<file path="config.mk">
export PLATFORM = sky130hd
export DESIGN_NAME = tsio_ports
export DESIGN_NICKNAME = d
export VERILOG_FILES = /design/src/inc/tsio_pkg.sv /design/src/rtl/tsio_ports.sv /design/src/rtl/tsio_pin_sync.sv /design/src/rtl/tsio_pin_mux.sv
export SDC_FILE = /design/constraint.sdc
export NUM_CORES = 1
export LEC_CHECK = 0
export ABC_AREA = 1
export BUFFER_PORTS_ARGS = -buffer_cell sky130_fd_sc_hd__buf_2
export CAP_MARGIN = 20
export CORE_MARGIN = 4
export CORE_UTILIZATION = 46
export DETAILED_ROUTE_END_ITERATION = 12
export GPL_TIMING_DRIVEN = 0
export PLACE_DENSITY = 0.69
export SETUP_SLACK_MARGIN = 0.4
export SYNTH_ARGS = -nofsm -noshare
export SYNTH_HDL_FRONTEND = slang
export SYNTH_SLANG_ARGS = --single-unit
</file>
<file path="constraint.sdc">
create_clock -name aclk -period 3.13 [get_ports aclk]
set_input_delay 0 -clock aclk [delete_from_list [all_inputs] [get_ports aclk]]
set_output_delay 0 -clock aclk [all_outputs]
set_load 0.02 [all_outputs]
</file>
<file path="src/inc/tsio_pkg.sv">
`default_nettype none
package tsio_pkg;
  // Port geometry and register map
  localparam int unsigned PORT_W = 8;
  localparam int unsigned TCTL_W = 15;
  localparam int unsigned SYNC_STAGES = 3;
  localparam logic [31:0] OFS_DIR = 32'h0000_0000;
  localparam logic [31:0] OFS_DATA = 32'h0000_0004;
  localparam logic [31:0] OFS_LEVELS = 32'h0000_0008;
  localparam logic [31:0] OFS_TCTL = 32'h0000_000C;
  localparam logic [31:0] OFS_ADC = 32'h0000_0010;
  // Values after reset
  localparam logic [7:0] DIR_RST = 8'h00;
  localparam logic [7:0] DATA_RST = 8'h00;
  localparam logic [14:0] TCTL_RST = 15'h0000;
  localparam logic [7:0] ADC_RST = 8'h00;
  // Bus responses
  localparam logic [1:0] RESP_OKAY = 2'h0;
  localparam logic [1:0] RESP_SLVERR = 2'h2;
  // Pin positions of the timer functions
  localparam int unsigned PIN_EXT_CLK = 0;
  localparam int unsigned PIN_CHAN_A = 1;

  typedef enum {
    REG_DIR, REG_DATA, REG_LEVELS, REG_TCTL, REG_ADC, REG_NONE
  } tsio_reg_type;

  // Timer pin control copy, msb first
  typedef struct packed {
    logic chan_d_pwm_enable;
    logic chan_c_pwm_enable;
    logic chan_b_pwm_enable;
    logic [2:0] io_d;
    logic [2:0] io_c;
    logic [2:0] io_b;
    logic [2:0] io_a;
  } tsio_tctl_type;

  // Timer outputs: cmp[0..3] channels A..D, pwm[0..2] B..D
  typedef struct packed {
    logic [3:0] cmp;
    logic [2:0] pwm;
  } tsio_tmr_out_type;

  typedef struct packed {
    logic [PORT_W-1:0] out;
    logic [PORT_W-1:0] oe;
  } tsio_pin_drive_type;

  // Compare output selected by codes 001 and 01X
  function automatic logic cmp_sel(input logic [2:0] sel);
    cmp_sel = !sel[2] && (sel != 3'h0);
  endfunction : cmp_sel
endpackage : tsio_pkg
`default_nettype wire

</file>
<file path="src/rtl/tsio_ports.sv">
// Implementation choices: the AXI4-Lite slave port and the address map.
`default_nettype none
module tsio_ports #(
  parameter int unsigned ADDR_W = 12
) (
  // Clock and reset
  input wire logic aclk,
  input wire logic aresetn,
  // AXI4-Lite write address
  input wire logic s_axi_awvalid,
  output logic s_axi_awready,
  input wire logic [ADDR_W-1:0] s_axi_awaddr,
  input wire logic [2:0] s_axi_awprot,
  // AXI4-Lite write data
  input wire logic s_axi_wvalid,
  output logic s_axi_wready,
  input wire logic [31:0] s_axi_wdata,
  input wire logic [3:0] s_axi_wstrb,
  // AXI4-Lite write response
  output logic s_axi_bvalid,
  input wire logic s_axi_bready,
  output logic [1:0] s_axi_bresp,
  // AXI4-Lite read address
  input wire logic s_axi_arvalid,
  output logic s_axi_arready,
  input wire logic [ADDR_W-1:0] s_axi_araddr,
  input wire logic [2:0] s_axi_arprot,
  // AXI4-Lite read data
  output logic s_axi_rvalid,
  input wire logic s_axi_rready,
  output logic [31:0] s_axi_rdata,
  output logic [1:0] s_axi_rresp,
  // Bidirectional port pins
  input wire logic [7:0] port8_pin_in,
  output logic [7:0] port8_pin_out,
  output logic [7:0] port8_pin_oe,
  // Input-only analog port pins
  input wire logic [7:0] analog_port_pin_in,
  // Timer side
  input wire tsio_pkg::tsio_tmr_out_type tmr_out,
  output logic timer_ext_clock_in,
  output logic [3:0] timer_chan_pins
);
  typedef struct packed {
    logic [7:0] dir;
    logic [7:0] data;
    tsio_pkg::tsio_tctl_type tctl;
    logic [7:0] adc_sel;
    logic aw_have;
    logic [ADDR_W-1:0] awaddr;
    logic w_have;
    logic [31:0] wdata;
    logic [3:0] wstrb;
    logic awready;
    logic wready;
    logic bvalid;
    logic [1:0] bresp;
    logic arready;
    logic rvalid;
    logic [31:0] rdata;
    logic [1:0] rresp;
    logic [7:0] pin_out;
    logic [7:0] pin_oe;
  } tsio_top_state_type;

  tsio_top_state_type st_r, st_nxt;
  logic aw_hs;
  logic w_hs;
  logic ar_hs;
  logic [7:0] port8_level;
  logic [7:0] analog_level;
  logic [7:0] data_rd;
  logic [7:0] levels_rd;
  tsio_pkg::tsio_pin_drive_type drive;

  // Refuse address widths the decoder cannot serve
  if (ADDR_W < 5 || ADDR_W > 32) begin : g_bad_addr_w
    $error("ADDR_W must lie between 5 and 32");
  end

  // Register index of a byte address
  function automatic tsio_pkg::tsio_reg_type decode(
    input logic [ADDR_W-1:0] a
  );
    logic [31:0] wa;
    wa = 32'(a);
    case (wa)
      tsio_pkg::OFS_DIR: decode = tsio_pkg::REG_DIR;
      tsio_pkg::OFS_DATA: decode = tsio_pkg::REG_DATA;
      tsio_pkg::OFS_LEVELS: decode = tsio_pkg::REG_LEVELS;
      tsio_pkg::OFS_TCTL: decode = tsio_pkg::REG_TCTL;
      tsio_pkg::OFS_ADC: decode = tsio_pkg::REG_ADC;
      default: decode = tsio_pkg::REG_NONE;
    endcase
  endfunction : decode

  // Pin synchronisers, both ports in one bank
  tsio_pin_sync #(
    .W(16)
  ) u_sync (
    .aclk(aclk),
    .aresetn(aresetn),
    .pin({analog_port_pin_in, port8_pin_in}),
    .level({analog_level, port8_level})
  );

  // Pin function selection
  tsio_pin_mux u_mux (
    .dir(st_r.dir),
    .data(st_r.data),
    .tctl(st_r.tctl),
    .tmr(tmr_out),
    .drive(drive)
  );

  // Handshakes on the bus channels
  assign aw_hs = s_axi_awvalid && st_r.awready;
  assign w_hs = s_axi_wvalid && st_r.wready;
  assign ar_hs = s_axi_arvalid && st_r.arready;

  // Read views of the two data registers
  assign data_rd = (st_r.dir & st_r.data) |
                   (~st_r.dir & port8_level);
  assign levels_rd = analog_level & ~st_r.adc_sel;

  // Bus slave and register file
  always_comb begin
    st_nxt = st_r;
    if (st_r.bvalid && s_axi_bready) begin
      st_nxt.bvalid = 1'b0;
    end
    if (aw_hs) begin
      st_nxt.aw_have = 1'b1;
      st_nxt.awaddr = s_axi_awaddr;
    end
    if (w_hs) begin
      st_nxt.w_have = 1'b1;
      st_nxt.wdata = s_axi_wdata;
      st_nxt.wstrb = s_axi_wstrb;
    end
    // Write lands once address and data are both held
    if (st_nxt.aw_have && st_nxt.w_have) begin
      st_nxt.aw_have = 1'b0;
      st_nxt.w_have = 1'b0;
      st_nxt.bvalid = 1'b1;
      st_nxt.bresp = tsio_pkg::RESP_OKAY;
      case (decode(st_nxt.awaddr))
        tsio_pkg::REG_DIR: begin
          if (st_nxt.wstrb[0]) begin
            st_nxt.dir = st_nxt.wdata[7:0];
          end
        end
        tsio_pkg::REG_DATA: begin
          if (st_nxt.wstrb[0]) begin
            st_nxt.data = st_nxt.wdata[7:0];
          end
        end
        tsio_pkg::REG_LEVELS: begin
          st_nxt.bresp = tsio_pkg::RESP_OKAY;
        end
        tsio_pkg::REG_TCTL: begin
          if (st_nxt.wstrb[0]) begin
            st_nxt.tctl[7:0] = st_nxt.wdata[7:0];
          end
          if (st_nxt.wstrb[1]) begin
            st_nxt.tctl[tsio_pkg::TCTL_W-1:8] =
              st_nxt.wdata[tsio_pkg::TCTL_W-1:8];
          end
        end
        tsio_pkg::REG_ADC: begin
          if (st_nxt.wstrb[0]) begin
            st_nxt.adc_sel = st_nxt.wdata[7:0];
          end
        end
        default: begin
          st_nxt.bresp = tsio_pkg::RESP_SLVERR;
        end
      endcase
    end
    // Read channel
    if (st_r.rvalid && s_axi_rready) begin
      st_nxt.rvalid = 1'b0;
    end
    if (ar_hs) begin
      st_nxt.rvalid = 1'b1;
      st_nxt.rdata = 32'h0000_0000;
      st_nxt.rresp = tsio_pkg::RESP_OKAY;
      case (decode(s_axi_araddr))
        tsio_pkg::REG_DIR: begin
          st_nxt.rdata = 32'h0000_0000;
        end
        tsio_pkg::REG_DATA: begin
          st_nxt.rdata[7:0] = data_rd;
        end
        tsio_pkg::REG_LEVELS: begin
          st_nxt.rdata[7:0] = levels_rd;
        end
        tsio_pkg::REG_TCTL: begin
          st_nxt.rdata[tsio_pkg::TCTL_W-1:0] = st_r.tctl;
        end
        tsio_pkg::REG_ADC: begin
          st_nxt.rdata[7:0] = st_r.adc_sel;
        end
        default: begin
          st_nxt.rresp = tsio_pkg::RESP_SLVERR;
        end
      endcase
    end
    // Ready only while nothing is pending on the channel
    st_nxt.awready = !st_nxt.aw_have && !st_nxt.bvalid;
    st_nxt.wready = !st_nxt.w_have && !st_nxt.bvalid;
    st_nxt.arready = !st_nxt.rvalid;
    // Registered pin drive
    st_nxt.pin_out = drive.out;
    st_nxt.pin_oe = drive.oe;
  end

  // State register with synchronous reset
  always_ff @(posedge aclk) begin
    if (!aresetn) begin
      st_r <= '0;
      st_r.dir <= tsio_pkg::DIR_RST;
      st_r.data <= tsio_pkg::DATA_RST;
      st_r.tctl <= tsio_pkg::TCTL_RST;
      st_r.adc_sel <= tsio_pkg::ADC_RST;
    end else begin
      st_r <= st_nxt;
    end
  end

  // Outputs straight from state
  assign s_axi_awready = st_r.awready;
  assign s_axi_wready = st_r.wready;
  assign s_axi_bvalid = st_r.bvalid;
  assign s_axi_bresp = st_r.bresp;
  assign s_axi_arready = st_r.arready;
  assign s_axi_rvalid = st_r.rvalid;
  assign s_axi_rdata = st_r.rdata;
  assign s_axi_rresp = st_r.rresp;
  assign port8_pin_out = st_r.pin_out;
  assign port8_pin_oe = st_r.pin_oe;
  // Timer input paths stay connected in every mode
  assign timer_ext_clock_in = port8_level[tsio_pkg::PIN_EXT_CLK];
  assign timer_chan_pins = port8_level[4:1];
endmodule : tsio_ports
`default_nettype wire

</file>
<file path="src/rtl/tsio_pin_sync.sv">
`default_nettype none
module tsio_pin_sync #(
  parameter int unsigned W = 8
) (
  // Clock and reset
  input wire logic aclk,
  input wire logic aresetn,
  // Raw pins and filtered levels
  input wire logic [W-1:0] pin,
  output logic [W-1:0] level
);
  typedef struct packed {
    logic [W-1:0] s1;
    logic [W-1:0] s2;
    logic [W-1:0] s3;
    logic [W-1:0] q;
  } tsio_sync_state_type;

  tsio_sync_state_type st_r, st_nxt;

  // Refuse an empty bank
  if (W < 1) begin : g_bad_w
    $error("W must be at least 1");
  end

  // Three stages; level moves once stages two and three agree
  always_comb begin
    st_nxt = st_r;
    st_nxt.s1 = pin;
    st_nxt.s2 = st_r.s1;
    st_nxt.s3 = st_r.s2;
    st_nxt.q = (~(st_r.s2 ^ st_r.s3) & st_r.s3) |
               ((st_r.s2 ^ st_r.s3) & st_r.q);
  end

  always_ff @(posedge aclk) begin
    if (!aresetn) begin
      st_r <= '0;
    end else begin
      st_r <= st_nxt;
    end
  end

  assign level = st_r.q;
endmodule : tsio_pin_sync
`default_nettype wire

</file>
<file path="src/rtl/tsio_pin_mux.sv">
`default_nettype none
module tsio_pin_mux (
  // Port registers
  input wire logic [7:0] dir,
  input wire logic [7:0] data,
  // Timer control and timer outputs
  input wire tsio_pkg::tsio_tctl_type tctl,
  input wire tsio_pkg::tsio_tmr_out_type tmr,
  // Resulting pin drive
  output tsio_pkg::tsio_pin_drive_type drive
);
  logic [3:0] pwm_en;
  logic [3:0][2:0] io_sel;
  logic [3:0] pwm_val;

  // Per-channel views, channel A has no PWM
  assign pwm_en = {tctl.chan_d_pwm_enable, tctl.chan_c_pwm_enable,
                   tctl.chan_b_pwm_enable, 1'b0};
  assign io_sel = {tctl.io_d, tctl.io_c, tctl.io_b, tctl.io_a};
  assign pwm_val = {tmr.pwm, 1'b0};

  // Timer takeover of pins one to four
  always_comb begin
    drive.out = data;
    drive.oe = dir;
    for (int i = 0; i < 4; i++) begin
      if (pwm_en[i]) begin
        drive.out[tsio_pkg::PIN_CHAN_A + i] = pwm_val[i];
        drive.oe[tsio_pkg::PIN_CHAN_A + i] = 1'b1;
      end else if (tsio_pkg::cmp_sel(io_sel[i])) begin
        drive.out[tsio_pkg::PIN_CHAN_A + i] = tmr.cmp[i];
        drive.oe[tsio_pkg::PIN_CHAN_A + i] = 1'b1;
      end
    end
  end
endmodule : tsio_pin_mux
`default_nettype wire

</file>
# Yosys cells after proc, flatten, opt, wreduce, memory -nomap -nowiden
# Index checks and enable logic that the tools add are counted.
[classes]
eq_ne = 16
muxes = 30
bitwise = 11
reduce_logical = 35
[ops]
columns = ["operator", "n"]
rows = [
  ["== test 32 x 2 -> 1 bit (second input constant)", 4],
  ["== test 32 x 1 -> 1 bit (second input constant)", 2],
  ["== test 32 x 3 -> 1 bit (second input constant)", 2],
  ["logical NOT 32 bit", 2],
  ["2-to-1 mux 32 bit", 2],
  ["== test 12 x 4 -> 1 bit (second input constant)", 4],
  ["2-to-1 mux 37 bit", 1],
  ["2-to-1 mux 35 bit", 1],
  ["bitwise AND 16 bit", 2],
  ["one-hot mux 8 bit (4 select lines)", 1],
  ["one-hot mux 3 bit (5 select lines)", 2],
  ["bitwise AND 8 bit", 3],
  ["== test 12 x 3 -> 1 bit (second input constant)", 2],
  ["== test 12 x 5 -> 1 bit (second input constant)", 2],
  ["logical NOT 12 bit", 2],
  ["2-to-1 mux 1 bit", 18],
  ["NOT 16 bit", 1],
  ["NOT 8 bit", 2],
  ["bitwise OR 16 bit", 1],
  ["XOR 16 bit", 1],
  ["AND reduction 3 bit", 5],
  ["2-to-1 mux 13 bit", 1],
  ["logical AND 1 bit", 12],
  ["nonzero test 3 bit", 4],
  ["other kinds (6)", 15],
]
[totals]
regBits = 193
input_bits = 96
output_inout_bits = 62
elab_cells = 124

# Depth between registers and ports, before layout
# Gate-level depths: netlist of run 1.
[logic_depth]
word_depth = 11
depth_mapped = 12
mapped_depth_nobuf = 10

# Cells and area by module
# A second synthesis of run 1 with hierarchy kept.
[hier_totals]
hier_cells = 1010
hier_area_um2 = 7588.5
[by_module_without_submodules]
columns = ["module", "n_inst", "cells_each", "area_each_um2", "seq_area_each_um2"]
rows = [
  ["tsio_ports", 1, 720, 5168.7, 2162.1],
  ["tsio_pin_sync", 1, 231, 2137.0, 1281.2],
  ["tsio_pin_mux", 1, 59, 282.8, 0.0],
]

# Worst setup path before layout of run 1
# No wires, ideal clock.
[synth_timing]
path_type = "register to register"
start = "register st_r (netlist bit s_axi_awready)"
end = "register st_r[138] (netlist name)"
setup_time_ns = 0.132
t_arrival_ns = 1.677
t_required_ns = 2.998
path_slack_ns = 1.320
stages_incl_launch_ff = 12
path_buffers = 2
period_less_slack_ns = 1.810
path_cell_list = "dfxtp_1 buf_4 nand2_4 buf_6 nand2_2 nand2_2 nor2_4 nand2_4 nor2_2 nand3_4 nand2_1 a21oi_1"
[synth_via]
elab_chain_cells = 7
word_cells_on_any_way = 12
cone_classes = "4 x eq/ne; 3 x mux; 5 x reduce/logical"
[synth_rtl]
columns = ["item", "line_no", "text"]
rows = [
  ["from (decl)", "tsio_ports.sv:66", "tsio_top_state_type st_r, st_nxt;"],
  ["from (signal assigned)", "tsio_ports.sv:227", "st_r <= st_nxt;"],
  ["logical AND 1 bit *", "tsio_ports.sv:117", "assign aw_hs = s_axi_awvalid && st_r.awready;"],
  ["2-to-1 mux 13 bit *", "tsio_ports.sv:132", "if (aw_hs) begin"],
  ["== test 12 x 5 -> 1 bit (tied with other cells)", "tsio_ports.sv:87", "case (wa)"],
  ["one-hot mux 3 bit (5 select lines)", "tsio_ports.sv:87", ""],
  ["2-to-1 mux 32 bit", "tsio_ports.sv:142", "if (st_nxt.aw_have && st_nxt.w_have) begin"],
  ["logical NOT 32 bit", "tsio_ports.sv:147", "case (decode(st_nxt.awaddr))"],
  ["AND reduction 3 bit (no line) *", "--", ""],
]
# Mark *: on every way between the ends. The rest lies on a longest branch, timed or not. The select of a mux whose other input is x is not followed.
# A chain may end at the register's enable or synchronous reset.

# Final worst setup path of run 1
[layout_timing]
start = "register st_r (netlist bit s_axi_awready)"
end = "register st_r[141] (netlist name)"
[layout_via]
elab_chain_cells = 7
word_cells_on_any_way = 12
cone_classes = "4 x eq/ne; 3 x mux; 5 x reduce/logical"
[layout_rtl]
columns = ["item", "line_no"]
rows = [
  ["logical AND 1 bit *", "tsio_ports.sv:117"],
  ["2-to-1 mux 13 bit *", "tsio_ports.sv:132"],
  ["== test 12 x 5 -> 1 bit (tied with other cells)", "tsio_ports.sv:87"],
  ["one-hot mux 3 bit (5 select lines)", "tsio_ports.sv:87"],
  ["2-to-1 mux 32 bit", "tsio_ports.sv:142"],
  ["logical NOT 32 bit", "tsio_ports.sv:147"],
  ["AND reduction 3 bit (no line) *", "--"],
]
# Marked as above.

==> results.json, run 1 <==
{
  "rsz0062_at_grt": "no",
  "hold_slack_ns": 0.0367,
  "dr.pass1.iters": 5,
  "synth_edf_count": 0,
  "wl_per_cell_um": 12.8,
  "cap_violations": 0,
  "synth_area_um2": 7310,
  "slowest_delay_ns": 0.39,
  "synth_warnings": 0,
  "crit_path_end_kind": "flop",
  "status": "finished clean",
  "vias": 6509,
  "finalCritPeriodShare_pct": 65.4,
  "ys_seq_area_share_pct": 47.1,
  "yosysTopAreaCellShare_pct": 47.1,
  "multi_input_area_um2": 2840,
  "synth-main-ff-cell": "dfxtp_1",
  "critPathLaunchType": "flop",
  "cts_buffers": 17,
  "leakage_nw": 4.52,
  "hold_class": "in -> reg",
  "nNetsFinal": 1258,
  "layout_common_cells": "nand2_1, dfxtp_1, inv_1, buf_2, nor2_1",
  "fmax_ghz": 0.489,
  "port_buffers": 111,
  "setup_viol": 0,
  "power_density_nw_per_um2": 526,
  "hpwlAfterDp_mm": 12.8,
  "regArea_um2": 3440,
  "grt_usage_pct": 19.9,
  "yosysUniqueCellTypes": 30,
  "netlist_instances": 966,
  "vdd_drop_max_v": 0.000424,
  "cts_root_buffer": "clkbuf_16",
  "yosysTopAreaCell": "dfxtp_1",
  "drt_iter0_drc": 358,
  "dieArea_um2": 18000,
  "maxSlewHeadroom_pct": 55.4,
  "ioPinCount": 158,
  "grt_pass1_wl_mm": 28.7,
  "arrival_ns": 2.33,
  "grt_overflow": 0,
  "dieHeight_um": 134,
  "gp_congestion": 0.899,
  "fin_tns_setup_ns": 0,
  "synthToLayoutAreaGrowth_pct": 26.3,
  "grt_pass1_vias": 6102,
  "antennaDiodeCount": 0,
  "avgSynthCellArea_um2": 7.57,
  "htreeDepth": 4,
  "vias_per_cell": 4.70,
  "antenna_left": 0,
  "cp.required_ns": 3.41,
  "synthTopCellsByArea": "dfxtp_1, nand2_1, inv_1",
  "cts_tree": "yes",
  "routed_wl_mm": 17.7,
  "n_fill_cell": 1427,
  "die_w_um": 134,
  "synthArstFlopShare_pct": 0,
  "ys_ff_latch": 172,
  "finalMaxSlewViolations": 0,
  "post_cts_buffers": 0,
  "finClkSkew_ns": 0.0106,
  "drive_above_1_share_pct": 21.7,
  "worstMarginPinSlew_ns": 0.669,
  "cts_sinks": 172,
  "clk_latency_ns": 0.43,
  "crit_type": "reg -> reg",
  "antenna_found_initial": 0,
  "critPathMaxFanout": 10,
  "cts_buffer_depth": 2,
  "core_area_um2": 15400,
  "clk_pin_slew_ns": 0.07,
  "rows": 45,
  "drc": 0,
  "crit_chain": "buf_4 > nand2_4 > buf_6 > nand2_2 > nand2_1 > nor2_4 > nand2_4 > nor2_2 > nand3_4 > nand2_1 > a21oi_1",
  "hold_violations": 0,
  "start_util_pct": 47.6,
  "cpMaxStageDelayCell": "nor2_2",
  "grt_max_degree": 17,
  "final_common_cell": "nand2_1",
  "finalCriticalPeriod_ns": 2.05
}
cell usage after synthesis (6+ instances only):
cell and number:
nand2_1 203, nand4_1 40, nor2_1 88, a31oi_1 6, buf_4 60, inv_1 121, o21ai_0 37, clkbuf_1 21
o21a_1 15, nand2_2 6, buf_2 6, or2_2 19, buf_6 6, dfxtp_1 172, nand3_1 62, a21oi_1 75
what timing repair did:
item | in CTS | in global routing
hold endpoints to repair | 45 | 0
hold buffers | 48 | 0
resized for setup | 0 | 0
endpoints found under the setup margin | 0 | 0
final timing paths:
kind,start,end,slack (ns),depth (start not counted)
max,s_axi_awready$_SDFF_PN0_,st_r[141]$_SDFFE_PN0P_,1.08,11
min,s_axi_arvalid,s_axi_rdata[2]$_SDFFE_PN0P_,0.04,4
max reg2reg,s_axi_awready$_SDFF_PN0_,st_r[141]$_SDFFE_PN0P_,1.08,11
min reg2reg,u_sync.st_nxt[33]$_SDFF_PN0_,u_sync.st_nxt[17]$_SDFF_PN0_,0.41,2
metal layers:
layer  vias up  GRT usage [%]  part of all wire, %
li1       3379              -                    -
met1      2882           25.2                   44
met2       205           33.2                   47
met3        43           3.79                  5.9
met4         0           8.43                  3.0
met5         -              0                    0
critical path, delay by kind of cell (launching register included):
family,cells,cell delay [ns]
compound gates,1,0.06
buf+inv,2,0.32
flops,1,0.33
simple gates,8,1.17
metrics by stage:
stage	cells	instance area [um^2]	worst slack (ns)	utilization [%]	power [mW]
global route	1384	9240	0.935	60.1	5.05
floorplan	984	7380	1.32	-	2.70
finish	1384	9240	1.08	60.1	4.86
global placement	1306	8200	1.17	53.4	2.84
CTS	1384	9240	1.11	60.1	4.90
detailed placement	1306	8200	1.15	53.4	2.85
power breakdown:
part | internal (mW) | switching, mW
registers | 2.25 | 0.0229
logic | 0.223 | 0.351
clock network | 1.21 | 0.810
total | 3.68 | 1.18
final cells by class:
cell class                      count  share of cell area, %
Sequential cell                   172                   37.3
Multi-Input combinational cell    592                   30.7
Timing Repair Buffer              159                   11.2
Buffer                             95                   6.86
Inverter                          125                   5.08
Clock buffer                       23                   5.06
Tap cell                          211                   2.86
Clock inverter                      7                  0.988
cell families after synthesis:
family / synth area share (%)
other cells: 0.0513
flops: 47.1
compound gates: 9.78
buf+inv: 15.1
simple gates: 28.0
state kept, by name, summed over array words and instances (netlist names), named ones only:
signal and count:
s_axi_rdata 15, s_axi_rresp 1, s_axi_bresp 1, port8_pin_out 8
s_axi_bvalid 1, st_r 70, s_axi_arready 1, u_sync.st_r 16
s_axi_rvalid 1, s_axi_wready 1, u_sync.st_nxt 32, s_axi_awready 1
port8_pin_oe 8
No activity file was read; power rests on OpenSTA's default activity.
==> run 2, diff against run 1 <==
- PLACE_DENSITY: 0.69 -> 0.72
- clock period: 3.13 -> 1.75 ns (I/O delays scaled with it)
==> results.json, run 2 (synthesis gave the netlist of run 1 again) <==
{
  "status": "finished, violations left",
  "violations": "negative setup slack",
  "top_register": "st_r",
  "dr.pass1.iters": 5,
  "finalCriticalPeriod_ns": 1.79,
  "rows": 45,
  "vias": 6741,
  "vias_per_cell": 4.77,
  "hold_slack_ns": 0.0119,
  "grt_pass1_wl_mm": 30.5,
  "ioPinCount": 158,
  "htreeDepth": 4,
  "power.internal_mw": 6.57,
  "cp.required_ns": 2.04,
  "fmax_ghz": 0.557,
  "multi_input_area_um2": 3140,
  "port_buffers": 111,
  "crit_path_end_kind": "flop",
  "total_power_mw": 8.82,
  "power_density_nw_per_um2": 894,
  "largest_register_ffs": 70,
  "r2r_setup_slack_ns": -0.04,
  "cts_sinks": 172,
  "die_w_um": 134,
  "grt_max_degree": 17,
  "nNetsFinal": 1285,
  "cts_buffer_depth": 2,
  "synthToLayoutAreaGrowth_pct": 34.9,
  "worstMarginPinSlew_ns": 0.715,
  "drc": 0,
  "dieHeight_um": 134,
  "crit_chain": "buf_8 > nand2_8 > buf_8 > nand2_4 > nand2_4 > nor2_4 > nand2_4 > nor2_8 > nand3_4 > nand2_1 > a21oi_1",
  "critPathTopFamily": "simple AND/OR/NAND/NOR gates",
  "rsz0062_at_grt": "yes",
  "maxSlewHeadroom_pct": 52.3,
  "crit_type": "reg -> reg",
  "clk_latency_ns": 0.43,
  "layout_common_cells": "dfxtp_1, nand2_1, inv_1, buf_2, nor2_1",
  "path_buf_inv": 2,
  "finalCritPeriodShare_pct": 103,
  "cts_root_buffer": "clkbuf_16",
  "dieArea_um2": 18000,
  "postLayoutCoreUtil_pct": 64.2,
  "routed_wl_mm": 19.0,
  "finClkSkew_ns": 0.00975,
  "drt_iter0_drc": 418,
  "n_fill_cell": 1301,
  "regArea_um2": 3450,
  "combPwrFrac_pct": 14.8,
  "antennaDiodeCount": 0,
  "start_util_pct": 47.6,
  "cap_violations": 0,
  "arrival_ns": 2.08,
  "antenna_left": 0,
  "critPathLaunchType": "flop",
  "swShare_pct": 25.5,
  "wl_per_cell_um": 13.5,
  "antenna_found_initial": 0,
  "p_clk_share_pct": 39.0,
  "clk_pin_slew_ns": 0.06,
  "crit_top_cell": "nand2_4",
  "cts_buffers": 17,
  "cts_tree": "yes",
  "hpwlAfterDp_mm": 12.8,
  "setup_viol": 21,
  "critPathMaxFanout": 8,
  "power.switching_mw": 2.25,
  "slowest_delay_ns": 0.35,
  "core_area_um2": 15400,
  "p_seq_share_pct": 46.2,
  "grt_pass1_vias": 6358,
  "leakage_nw": 4.73,
  "hold_violations": 0,
  "setup_slack_ns": -0.0443,
  "cpMaxStageDelayCell": "dfxtp_4",
  "grt_overflow": 0,
  "hold_class": "in -> reg",
  "drive_above_1_share_pct": 29.2,
  "finalMaxSlewViolations": 0,
  "final_common_cell": "dfxtp_1",
  "vdd_drop_max_v": 0.000787,
  "gp_congestion": 0.893,
  "grt_usage_pct": 21.1
}
[run 2: per-stage QoR]
step	instances	setup TNS [ns]	instance area [um^2]	setup WS, ns
CTS	1405	0	9610	0.00860
finish	1412	-0.513	9860	-0.0443
detailed placement	1306	-0.775	8260	-0.0463
floorplan	984	0	7440	0.159
global placement	1306	-0.179	8260	-0.0171
global route	1412	-3.86	9860	-0.145
[run 2: worst register-to-register path, cell delays in order (launching register included)]
cell and delay, ns:
dfxtp_4 0.35, buf_8 0.12, nand2_8 0.06, buf_8 0.14, nand2_4 0.06, nand2_4 0.05
nor2_4 0.15, nand2_4 0.11, nor2_8 0.25, nand3_4 0.19, nand2_1 0.11, a21oi_1 0.06
[run 2: per-layer routing]
metal | share of wire [%] | vias up | track usage (%)
li1 | - | 3449 | -
met1 | 42 | 3054 | 26.8
met2 | 49 | 203 | 35.5
met3 | 6.0 | 35 | 4.13
met4 | 2.4 | 0 | 8.26
met5 | 0 | - | 0
[run 2: final cells by class]
class | instances | share of cell area (%)
inverter | 125 | 4.81
sequential | 172 | 35.0
clock inverter | 8 | 0.710
multi-input combinational | 592 | 31.9
clock buffer | 23 | 4.64
buffer | 95 | 6.76
timing repair buffer | 186 | 13.6
tap | 211 | 2.68
[run 2: what timing repair did]
| item | 4_1_cts | 5_1_grt |
|---|---|---|
| pin swaps | 34 | 29 |
| cloned | 1 | 1 |
| setup endpoints to repair | 60 | 53 |
| endpoints found under the hold margin | 54 | 0 |
| setup buffers | 15 | 6 |
| gates resized for setup | 40 | 58 |
| hold buffers | 52 | 0 |
[run 2: path summary, 6_finish.rpt]
| kind | start | end | cells past startpoint |
|---|---|---|---|
| setup / recovery | s_axi_awready$_SDFF_PN0_ | st_r[116]$_SDFFE_PN0P_ | 11 |
| hold / removal | s_axi_awvalid | st_r[95]$_SDFF_PN0_ | 5 |
| setup reg to reg | s_axi_awready$_SDFF_PN0_ | st_r[116]$_SDFFE_PN0P_ | 11 |
| hold reg to reg | u_sync.st_nxt[45]$_SDFF_PN0_ | u_sync.st_nxt[29]$_SDFF_PN0_ | 2 |
[run 2: power by group through the flow]
stage / sequential, mW / combinational, mW / clock, mW
detailed placement: 4.16 / 0.971 / 0
floorplan: 4.16 / 0.708 / 0
finish: 4.07 / 1.30 / 3.44
global route: 4.08 / 1.42 / 3.67
global placement: 4.15 / 0.960 / 0
CTS: 4.07 / 1.20 / 3.49
==> run 3, diff against run 2 <==
- SETUP_SLACK_MARGIN: 0.4 -> 0.15
==> results.json, run 3 (synthesis gave the netlist of run 1 again) <==
{
  "maxSlewHeadroom_pct": 52.3,
  "ioPinCount": 158,
  "antennaDiodeCount": 0,
  "cts_sinks": 172,
  "layout_common_cells": "dfxtp_1, nand2_1, inv_1, buf_2, nor2_1",
  "start_util_pct": 47.6,
  "nNetsFinal": 1282,
  "cap_violations": 0,
  "violations": "negative setup slack",
  "setup_viol": 39,
  "r2r_setup_slack_ns": -0.09,
  "routed_wl_mm": 18.7,
  "finalCritPeriodShare_pct": 105,
  "grt_max_degree": 17,
  "rsz0062_at_grt": "yes",
  "finalCriticalPeriod_ns": 1.84,
  "power_density_nw_per_um2": 925,
  "setup_slack_ns": -0.0946,
  "cts_root_buffer": "clkbuf_16",
  "dieArea_um2": 18000,
  "clk_pin_slew_ns": 0.07,
  "postLayoutCoreUtil_pct": 63.9,
  "r2r-end": "st_r[135]$_SDFFE_PN0P_",
  "dp_slack_ns": -0.0603,
  "critPathMaxFanout": 8,
  "fmax_ghz": 0.542,
  "dieHeight_um": 134,
  "drive_above_1_share_pct": 29.3,
  "antenna_found_initial": 0,
  "drc": 0,
  "vdd_drop_max_v": 0.000705,
  "worstMarginPinSlew_ns": 0.715,
  "hold_slack_ns": 0.0174,
  "hold_violations": 0,
  "hold_class": "in -> reg",
  "largest_register_ffs": 70,
  "drt_iter0_drc": 392,
  "cts_buffers": 17,
  "critPathLaunchType": "flop",
  "grt_overflow": 0,
  "grt_pass1_wl_mm": 29.1,
  "grt_pass1_vias": 6147,
  "cts_tree": "yes",
  "htreeDepth": 4,
  "top_register": "st_r",
  "core_area_um2": 15400,
  "antenna_left": 0,
  "holdPathEnd": "st_r[66]$_SDFF_PN0_",
  "finalMaxSlewViolations": 0,
  "gp_congestion": 0.882,
  "final_common_cell": "dfxtp_1",
  "vias": 6752,
  "cts_buffer_depth": 2,
  "synthToLayoutAreaGrowth_pct": 34.2,
  "min_from": "s_axi_wdata[5]",
  "final_area_um2": 9820,
  "status": "finished, violations left",
  "r2r_start": "s_axi_awready$_SDFF_PN0_",
  "dr.pass1.iters": 5,
  "wl_per_cell_um": 13.3,
  "r2r_cells": 11,
  "postPlaceCellArea_um2": 8240,
  "finClkSkew_ns": 0.00987,
  "leakage_nw": 4.73,
  "hpwlAfterDp_mm": 12.5,
  "crit_path_end_kind": "flop",
  "n_fill_cell": 1343,
  "regArea_um2": 3450,
  "arrival_ns": 2.13,
  "vias_per_cell": 4.79,
  "die_w_um": 134,
  "cp.required_ns": 2.04,
  "holdPathStages": 4,
  "port_buffers": 111,
  "clk_latency_ns": 0.43,
  "multi_input_area_um2": 3100,
  "rows": 45,
  "crit_type": "reg -> reg",
  "grt_usage_pct": 20.2
}
==> run 3: where the power goes <==
part	leakage (nW)	internal, mW	switching [mW]
clock network	0.291	2.24	1.51
registers	1.40	4.03	0.0440
logic	3.03	0.526	0.735
total	4.73	6.79	2.29
==> run 3: area by class of cell <==
type                    instances  area share (%)
plain buffers                  95            6.72
clock buffers                  21            4.89
clock inverters                10            1.15
inverters                     125            4.84
multi-input cells             593            31.6
flip-flops and latches        172            35.1
well taps                     211            2.69
repair buffers                182            13.0
==> run 3: worst max path at each step <==
stage	start	to	slack (ns)	cells after the start
4_1_cts	s_axi_awready$_SDFF_PN0_	st_r[141]$_SDFFE_PN0P_	0.05	11
5_1_grt	s_axi_awready$_SDFF_PN0_	st_r[110]$_SDFFE_PN0P_	-0.17	12
2_1_floorplan	s_axi_awready$_SDFF_PN0_	st_r[133]$_SDFFE_PN0P_	0.14	11
6_report	s_axi_awready$_SDFF_PN0_	st_r[135]$_SDFFE_PN0P_	-0.09	11
3_5_place_dp	s_axi_awready$_SDFF_PN0_	st_r[136]$_SDFFE_PN0P_	-0.06	11
3_3_place_gp	s_axi_awready$_SDFF_PN0_	st_r[136]$_SDFFE_PN0P_	-0.04	11
==> run 3: worst max-delay path, stage by stage, from the launching register on <==
cell and delay, ns:
dfxtp_4 0.35, buf_8 0.12, nand2_8 0.07, buf_8 0.14
nand2_1 0.08, nand2_2 0.07, nor2_4 0.21, nand2_2 0.09
nor2_4 0.17, nand3_4 0.20, nand2_2 0.13, a21oi_1 0.07
==> run 3: timing repair <==
item / 4_1_cts / 5_1_grt
resized for setup: 37 / 53
hold endpoints to repair: 43 / 0
cloned: 3 / 0
hold buffers: 45 / 0
endpoints found under the setup margin: 40 / 52
pin swaps: 24 / 28
setup buffers: 18 / 6
==> run 3: layer usage <==
layer  up-vias  global-route usage, %  wire (um)
met3        45                   4.31       1180
li1       3433                      -          -
met1      3040                   25.3       8020
met5         -                      0          0
met4         0                   10.7        734
met2       234                   32.8       8750
==> run 3: through the flow <==
step                      setup TNS [ns]  total power, mW  instances
after global routing               -4.77             9.41       1409
after detailed placement           -1.47             5.12       1306
final                              -1.53             9.08       1409
after global placement            -0.492             5.10       1306
after floorplan                        0             4.85        984
after CTS                              0             9.05       1403
